`src/design/cas_pkg.sv`:
```
// Package with addresses, field positions, reset values and carriers of the counter array control
package cas_pkg;

  localparam logic [7:0] CTRL_ADDR       = 8'hD8;
  localparam logic [7:0] MODE_ADDR       = 8'hD9;
  localparam logic [7:0] CTRL_RESET      = 8'h00;
  localparam logic [7:0] MODE_RESET      = 8'h40;

  localparam int         CTRL_OVF_BIT    = 7;
  localparam int         CTRL_RUN_BIT    = 6;
  localparam int         MODE_IDLE_BIT   = 7;
  localparam int         MODE_WATCHDOG_ENABLE_BIT   = 6;
  localparam int         MODE_WATCHDOG_LOCK_BIT  = 5;
  localparam int         MODE_TB_LSB     = 1;
  localparam int         MODE_OVFIE_BIT  = 0;
  localparam int         MOD_COUNT       = 3;
  localparam int         WDT_MODULE      = 2;

  localparam logic [2:0] TB_DIV12        = 3'h0;
  localparam logic [2:0] TB_DIV4         = 3'h1;
  localparam logic [2:0] TB_TIMER0       = 3'h2;
  localparam logic [2:0] TB_EXT_FALL     = 3'h3;
  localparam logic [2:0] TB_SYSCLK       = 3'h4;
  localparam logic [2:0] TB_EXT_DIV8     = 3'h5;

  localparam logic [3:0] DIV12_LAST      = 4'hB;
  localparam logic [3:0] DIV4_LAST       = 4'h3;
  localparam logic [3:0] DIV8_LAST       = 4'h7;

  typedef struct packed {
    logic [7:0] addr;
    logic [7:0] wdata;
    logic       wr;
  } cas_sfr_req_t;

  typedef struct packed {
    logic [7:0] addr;
    logic       wdata;
    logic       wr;
  } cas_bit_req_t;

endpackage : cas_pkg

```
`src/design/cas_timebase.sv`:
```
// Timebase tick generator that picks the counter increment source
`timescale 1ns/10ps
module cas_timebase (
  input  wire logic       sys_clk,
  input  wire logic       rst_sync_b,
  input  wire logic [2:0] tb_sel,
  input  wire logic       timer0_ovf,
  input  wire logic       ext_count_in,
  output logic            tick
);

  logic [3:0] div_reg;
  logic [3:0] div_next;
  logic [3:0] ext_div_reg;
  logic [3:0] ext_div_next;
  logic       ext_prev_reg;
  logic       ext_fall;
  logic       ext_rise;
  logic       div12_hit;
  logic       div4_hit;
  logic       ext8_hit;

  assign ext_fall  = ext_prev_reg && !ext_count_in;
  assign ext_rise  = !ext_prev_reg && ext_count_in;
  assign div12_hit = (div_reg == cas_pkg::DIV12_LAST);
  assign div4_hit  = (div_reg[1:0] == cas_pkg::DIV4_LAST[1:0]);
  assign ext8_hit  = ext_rise && (ext_div_reg == cas_pkg::DIV8_LAST);

  always_comb begin
    div_next     = div12_hit ? 4'h0 : div_reg + 4'h1;
    ext_div_next = ext_div_reg;
    if (ext_rise) begin
      ext_div_next = ext8_hit ? 4'h0 : ext_div_reg + 4'h1;
    end
    case (tb_sel)
      cas_pkg::TB_DIV12:    tick = div12_hit;
      cas_pkg::TB_DIV4:     tick = div4_hit;
      cas_pkg::TB_TIMER0:   tick = timer0_ovf;
      cas_pkg::TB_EXT_FALL: tick = ext_fall;
      cas_pkg::TB_SYSCLK:   tick = 1'b1;
      cas_pkg::TB_EXT_DIV8: tick = ext8_hit;
      default:              tick = 1'b0;
    endcase
  end

  always_ff @(posedge sys_clk or negedge rst_sync_b) begin
    if (!rst_sync_b) begin
      div_reg      <= 4'h0;
      ext_div_reg  <= 4'h0;
      ext_prev_reg <= 1'b0;
    end else begin
      div_reg      <= div_next;
      ext_div_reg  <= ext_div_next;
      ext_prev_reg <= ext_count_in;
    end
  end
endmodule : cas_timebase

```
`src/design/cas_ctrl_status.sv`:
```
// Control and status registers of the programmable counter array
`timescale 1ns/10ps
// Overview of operation
// A 16-bit counter wrap from FFFF to 0000 sets the overflow flag; only software clears it.
// With the overflow interrupt enabled, a set overflow flag raises the shared interrupt request.
// Each module 0..2 sets its own match flag on a compare match or capture.
// With a module's interrupt enabled, its set match flag raises the shared interrupt request.
// Hardware never clears a match flag; software clears it after service.
// Control bit 6 stops the counter at 0 and lets it count at 1; the code keeps it counting at 0 while the watchdog is enabled.
// Control bits 5 to 3 read as zero and ignore writes.
// The control register sits at D8 and each bit is also reachable by bit address.
// A flag write loads the written value, but a coincident hardware set wins over a clear.
// The timebase field picks clock/12, clock/4, timer 0, external falls, clock or external/8.
// The overflow interrupt enable bit masks the overflow request at 0 and passes it at 1.
// With the watchdog enabled, module 2 works as the watchdog timer.
// With the watchdog enabled, writing 1 to the module 2 flag forces a watchdog reset at once.
module cas_ctrl_status (
  input  wire logic                 sys_clk,
  input  wire logic                 rst_b,
  input  wire cas_pkg::cas_sfr_req_t sfr_req,
  input  wire cas_pkg::cas_bit_req_t bit_req,
  output logic [7:0]                sfr_rdata,
  output logic                      bit_rdata,
  input  wire logic                 counter_wrap,
  input  wire logic [2:0]           module_event,
  input  wire logic [2:0]           module_irq_en,
  input  wire logic                 cpu_idle,
  input  wire logic                 timer0_ovf,
  input  wire logic                 ext_count_in,
  output logic                      count_tick,
  output logic                      counter_running,
  output logic                      irq_req,
  output logic                      watchdog_mode,
  output logic                      watchdog_reset
);

  logic       rst_meta_reg;
  logic       rst_sync_b;
  logic [7:0] ctrl_reg;
  logic [7:0] ctrl_next;
  logic [7:0] mode_reg;
  logic [7:0] mode_next;
  logic [7:0] rdata_reg;
  logic [7:0] rdata_next;
  logic       bit_rdata_reg;
  logic       bit_rdata_next;
  logic       tick_reg;
  logic       tick_next;
  logic       running_reg;
  logic       running_next;
  logic       irq_reg;
  logic       irq_next;
  logic       wdt_rst_reg;
  logic       wdt_rst_next;
  logic       byte_wr;
  logic       bit_wr;
  logic       mode_wr;
  logic [7:0] wr_en;
  logic [7:0] wr_val;
  logic [3:0] set_evt;
  logic [3:0] flag_next;
  logic       watchdog_enable;
  logic       watchdog_lock;
  logic       run_eff;
  logic       tb_tick;

  // Reset release through two flops
  always_ff @(posedge sys_clk or negedge rst_b) begin
    if (!rst_b) begin
      rst_meta_reg <= 1'b0;
      rst_sync_b   <= 1'b0;
    end else begin
      rst_meta_reg <= 1'b1;
      rst_sync_b   <= rst_meta_reg;
    end
  end

  assign watchdog_enable    = mode_reg[cas_pkg::MODE_WATCHDOG_ENABLE_BIT];
  assign watchdog_lock   = mode_reg[cas_pkg::MODE_WATCHDOG_LOCK_BIT];
  assign byte_wr = sfr_req.wr && (sfr_req.addr == cas_pkg::CTRL_ADDR);
  assign bit_wr  = bit_req.wr && (bit_req.addr[7:3] == cas_pkg::CTRL_ADDR[7:3]);
  assign mode_wr = sfr_req.wr && (sfr_req.addr == cas_pkg::MODE_ADDR);
  assign set_evt = {counter_wrap, module_event};
  // Watchdog forces the counter on; idle suspend stops the counter even then
  assign run_eff = (ctrl_reg[cas_pkg::CTRL_RUN_BIT] || watchdog_enable)
                   && !(mode_reg[cas_pkg::MODE_IDLE_BIT] && cpu_idle);

  cas_timebase u_timebase (
    .sys_clk      (sys_clk),
    .rst_sync_b   (rst_sync_b),
    .tb_sel       (mode_reg[cas_pkg::MODE_TB_LSB +: 3]),
    .timer0_ovf   (timer0_ovf),
    .ext_count_in (ext_count_in),
    .tick         (tb_tick)
  );

  // Per-bit write enables from byte and bit writes
  always_comb begin
    for (int i = 0; i < 8; i++) begin
      wr_en[i]  = byte_wr || (bit_wr && (bit_req.addr[2:0] == 3'(i)));
      wr_val[i] = byte_wr ? sfr_req.wdata[i] : bit_req.wdata;
    end
  end

  // Sticky flags: write loads, hardware set wins
  genvar g;
  generate
    for (g = 0; g < 4; g++) begin : g_flag
      localparam int POS = (g == 3) ? cas_pkg::CTRL_OVF_BIT : g;
      always_comb begin
        flag_next[g] = wr_en[POS] ? wr_val[POS] : ctrl_reg[POS];
        if (set_evt[g]) begin
          flag_next[g] = 1'b1;
        end
      end
    end
  endgenerate

  always_comb begin
    ctrl_next = {flag_next[3],
                 wr_en[cas_pkg::CTRL_RUN_BIT] ? wr_val[cas_pkg::CTRL_RUN_BIT]
                                              : ctrl_reg[cas_pkg::CTRL_RUN_BIT],
                 3'h0,
                 flag_next[2:0]};
    mode_next = mode_reg;
    if (mode_wr) begin
      mode_next[cas_pkg::MODE_OVFIE_BIT] = sfr_req.wdata[cas_pkg::MODE_OVFIE_BIT];
      // Lock is set-only; a set lock also enables the watchdog
      mode_next[cas_pkg::MODE_WATCHDOG_LOCK_BIT] = watchdog_lock || sfr_req.wdata[cas_pkg::MODE_WATCHDOG_LOCK_BIT];
      mode_next[cas_pkg::MODE_WATCHDOG_ENABLE_BIT]  = watchdog_lock || sfr_req.wdata[cas_pkg::MODE_WATCHDOG_ENABLE_BIT]
                                           || sfr_req.wdata[cas_pkg::MODE_WATCHDOG_LOCK_BIT];
      if (!watchdog_enable) begin
        mode_next[cas_pkg::MODE_IDLE_BIT]        = sfr_req.wdata[cas_pkg::MODE_IDLE_BIT];
        mode_next[cas_pkg::MODE_TB_LSB +: 3]     = sfr_req.wdata[cas_pkg::MODE_TB_LSB +: 3];
      end
      mode_next[4] = 1'b0;
    end
  end

  always_comb begin
    case (sfr_req.addr)
      cas_pkg::CTRL_ADDR: rdata_next = ctrl_reg;
      cas_pkg::MODE_ADDR: rdata_next = mode_reg;
      default:            rdata_next = 8'h00;
    endcase
    bit_rdata_next = (bit_req.addr[7:3] == cas_pkg::CTRL_ADDR[7:3])
                     ? ctrl_reg[bit_req.addr[2:0]] : 1'b0;
    tick_next      = tb_tick && run_eff;
    running_next   = run_eff;
    irq_next       = (ctrl_reg[cas_pkg::CTRL_OVF_BIT] && mode_reg[cas_pkg::MODE_OVFIE_BIT])
                     || |(ctrl_reg[2:0] & module_irq_en);
    wdt_rst_next   = watchdog_enable && wr_en[cas_pkg::WDT_MODULE] && wr_val[cas_pkg::WDT_MODULE];
  end

  always_ff @(posedge sys_clk or negedge rst_sync_b) begin
    if (!rst_sync_b) begin
      ctrl_reg      <= cas_pkg::CTRL_RESET;
      mode_reg      <= cas_pkg::MODE_RESET;
      rdata_reg     <= 8'h00;
      bit_rdata_reg <= 1'b0;
      tick_reg      <= 1'b0;
      running_reg   <= 1'b0;
      irq_reg       <= 1'b0;
      wdt_rst_reg   <= 1'b0;
    end else begin
      ctrl_reg      <= ctrl_next;
      mode_reg      <= mode_next;
      rdata_reg     <= rdata_next;
      bit_rdata_reg <= bit_rdata_next;
      tick_reg      <= tick_next;
      running_reg   <= running_next;
      irq_reg       <= irq_next;
      wdt_rst_reg   <= wdt_rst_next;
    end
  end

  assign sfr_rdata       = rdata_reg;
  assign bit_rdata       = bit_rdata_reg;
  assign count_tick      = tick_reg;
  assign counter_running = running_reg;
  assign irq_req         = irq_reg;
  assign watchdog_mode   = watchdog_enable;
  assign watchdog_reset  = wdt_rst_reg;
endmodule : cas_ctrl_status

```
`config.mk`:
```
export PLATFORM = sky130hd
export DESIGN_NAME = cas_ctrl_status
export DESIGN_NICKNAME = d
export VERILOG_FILES = /design/src/design/cas_pkg.sv /design/src/design/cas_timebase.sv /design/src/design/cas_ctrl_status.sv
export SDC_FILE = /design/constraint.sdc
export NUM_CORES = 1
export LEC_CHECK = 0
export ABC_AREA = 1
export BUFFER_PORTS_ARGS = -buffer_cell sky130_fd_sc_hd__buf_2
export CAP_MARGIN = 20
export CORE_UTILIZATION = 45
export DETAILED_ROUTE_END_ITERATION = 10
export HOLD_SLACK_MARGIN = 0.15
export PLACE_DENSITY = 0.83
export REMOVE_ABC_BUFFERS = 1
export SKIP_CTS_REPAIR_TIMING = 1
export SYNTH_ARGS = -nofsm -noshare
export SYNTH_HDL_FRONTEND = slang
export SYNTH_SLANG_ARGS = --single-unit
```
`constraint.sdc`:
```
create_clock -name sys_clk -period 1.1 [get_ports sys_clk]
set_clock_uncertainty 0.05 [all_clocks]
set_input_delay 0.11 -clock sys_clk [delete_from_list [all_inputs] [get_ports sys_clk]]
set_output_delay 0.11 -clock sys_clk [all_outputs]
set_load 0.1 [all_outputs]
```
==> flow_metrics.tcl <==
set metrics [dict create \
    cts_buffers 5 \
    critPathTopFamily "flip-flops" \
    synth.distinct_cells 27 \
    netlist_top_cells_area "dfrtp_1, nand2_1, nand3_1, inv_1, nor2_8" \
    ys_seq_area_share_pct 51.21 \
    grt_pass1_vias 1478 \
    dp_slack_ns -0.1028 \
    gr-total-overflow 0 \
    ys_ff_latch 35 \
    slowest_delay_ns 0.54 \
    synth_top_family_by_area "simple AND/OR/NAND/NOR gates" \
    yosys.area.top_type "dfrtp_1" \
    antenna_found_initial 0 \
    timing.final.ws_setup_ns -0.1408 \
    num_rows 22 \
    dp_hpwl_mm 2.872 \
    synth-xor-area-share_pct 0.5113 \
    clock_path_buffers 2 \
    clock-sinks 35 \
    power_mw 2.968 \
    yosys.area_share.adder_pct 1.461 \
    place_congestion 0.8586 \
    dpl.cell_count 303 \
    power_density_nw_per_um2 1142 \
    synthToLayoutAreaGrowth_pct 51.72 \
    cts_tree "built" \
    synth_compound_area_share_pct 5.625 \
    die_area_um2 4057 \
    final_nets 325 \
    rsz0062_at_grt "true" \
    wl_mm 4.182 \
    setup_viol 2 \
    drtIter0Drc 58 \
    final_layout_size_suffix_gt1_share_pct 31.80 \
    final_cells 331 \
    clk_latency_ns 0.28 \
    ir_drop_uv 852.6 \
    synth.cell_area_um2 1713 \
    path_clk_slew_ns 0.06 \
    cts-root-buf "clkbuf_8" \
    drc 0 \
    max_freq_mhz 805.9 \
    status "finished, violations left" \
    n_antenna_cell 0 \
    synthCells 198 \
    cp_max_fo 2 \
    crit_type "reg2out" \
    period_share_pct 112.8 \
    fillers 269 \
    ant_nets 0 \
    synthMuxAreaShare_pct 0 \
    vias_per_cell 5.018 \
    grt_pass1_wl_mm 6.444 \
    grt_max_degree 34 \
    boundaryPins 53 \
    htree_levels 2 \
    hp-class "in2reg" \
    port-buffer-count 50 \
    die_y_um 63.70 \
    crit_chain "buf_6 -> buf_12" \
    start_util_pct 46.79 \
    violations "setup timing" \
    leakagePower_nw 1.370 \
    synthSimpleGateAreaFrac_pct 32.87 \
    yosysWarnings 0 \
    core_um2 3661 \
    slowest_stage "dfstp_2" \
    path_buf_inv 2 \
    start_kind "flip-flop" \
    track_usage_pct 21.04 \
    die_x_um 63.70 \
    crit_path_end_kind "output pin" \
    syn-mean-instance-area_um2 8.651 \
    post_drt_wl_per_cell_um 12.63 \
    first_pass_iters 4 \
    required_ns 0.94 \
    hold_violations 0 \
    cp.arrival_ns 1.08 \
    drv_cap 0 \
    post-route-min-period_ns 1.241 \
    synth_top_area_share_pct 49.67 \
    vias 1661 \
    slew_viol_final 0 \
]
==> cells in the final DEF (no fill, tap or decap) <==
cell           instances
nand2_4                2
nor3_4                 1
nand3_1               31
nor2_4                 2
nand2_1               41
o22ai_1                3
clkbuf_8               5
nand4_1                6
o21a_1                 2
nor3_2                 2
xnor2_1                1
dlygate4sd3_1         18
inv_1                 32
dfrtp_1               34
o21ai_1                1
nand2_2                7
inv_2                  2
conb_1                 2
dfstp_2                1
buf_12                14
nand3_4                1
nor2_1                 7
clkbuf_1               1
nor3_1                 3
nor2_8                 2
ha_2                   2
a22oi_2                1
a21oi_1                3
buf_4                  9
o21ai_0                7
buf_2                 37
nand3b_1               1
buf_6                  2
==> worst register-to-register path, cell delays in order (launching register included) <==
cell     delay, ns
dfrtp_1       0.38
ha_2          0.19
buf_4         0.14
nand2_1       0.05
nand4_1       0.10
nand3_1       0.08
nor2_1        0.05
==> where the power goes <==
part           internal [mW]  switching, mW
Clock                  0.421          0.409
Combinational          0.285          0.390
Sequential              1.39         0.0739
==> metal layers <==
metal / up-vias / track usage, % / part of all wire [%]
met2: 86 / 33.64 / 50
met5: - / 0 / 0
met3: 10 / 4.710 / 7.5
met1: 761 / 27.48 / 40
met4: 0 / 8.523 / 2.2
li1: 804 / - / -
==> layout make-up <==
class / count / area [um^2] / share of cell area [%]
Multi-Input combinational cell: 128 / 725.7 / 27.92
Tap cell: 48 / 60.06 / 2.311
Inverter: 34 / 127.6 / 4.911
Timing Repair Buffer: 80 / 735.7 / 28.31
Sequential cell: 35 / 877.1 / 33.75
Clock buffer: 6 / 72.57 / 2.792
==> cells by family after synthesis <==
group           count (synthesis)
simple gates                  106
buf+inv                        35
flops                          35
compound gates                 17
fa+ha+maj                       2
other cells                     2
xor+xnor                        1
==> cells in the mapped netlist (all sizes together) <==
cell type and count:
nand2 50, dfrtp 34, inv 34, nand3 32
nor2 11, o21ai 8, nand4 6, nor3 6
a21oi 3, o22ai 3, conb 2, ha 2
o21a 2, a22oi 1, buf 1, dfstp 1
nand3b 1, xnor2 1
==> stage by stage <==
step           cell area, um^2  hold slack, ns  setup TNS (ns)  utilization [%]
2_1_floorplan             1705         -0.2356          -2.834                -
3_3_place_gp              2283         -0.1561        -0.09032            62.37
6_report                  2599         0.08643         -0.1764            70.98
5_1_grt                   2599         0.09014         -0.3539            70.98
3_5_place_dp              2283         -0.1510         -0.4085            62.37
4_1_cts                   2356         -0.4533         -0.3348            64.35
==> final timing paths <==
kind / start / endpoint / slack (ns) / cells after the start
min in group asynchronous: rst_sync_b / bit_rdata / 0.18 / 1
max reg2reg: u_timebase.div_reg[1] / count_tick / -0.04 / 6
min reg2reg: rst_sync_b / bit_rdata / 0.18 / 1
max in group asynchronous: rst_b / rst_meta_reg / 0.25 / 3
min: bit_req[7] / bit_rdata / 0.09 / 3
max: mode_reg[6] / watchdog_mode / -0.14 / 2
No activity file was read; power rests on OpenSTA's default activity.
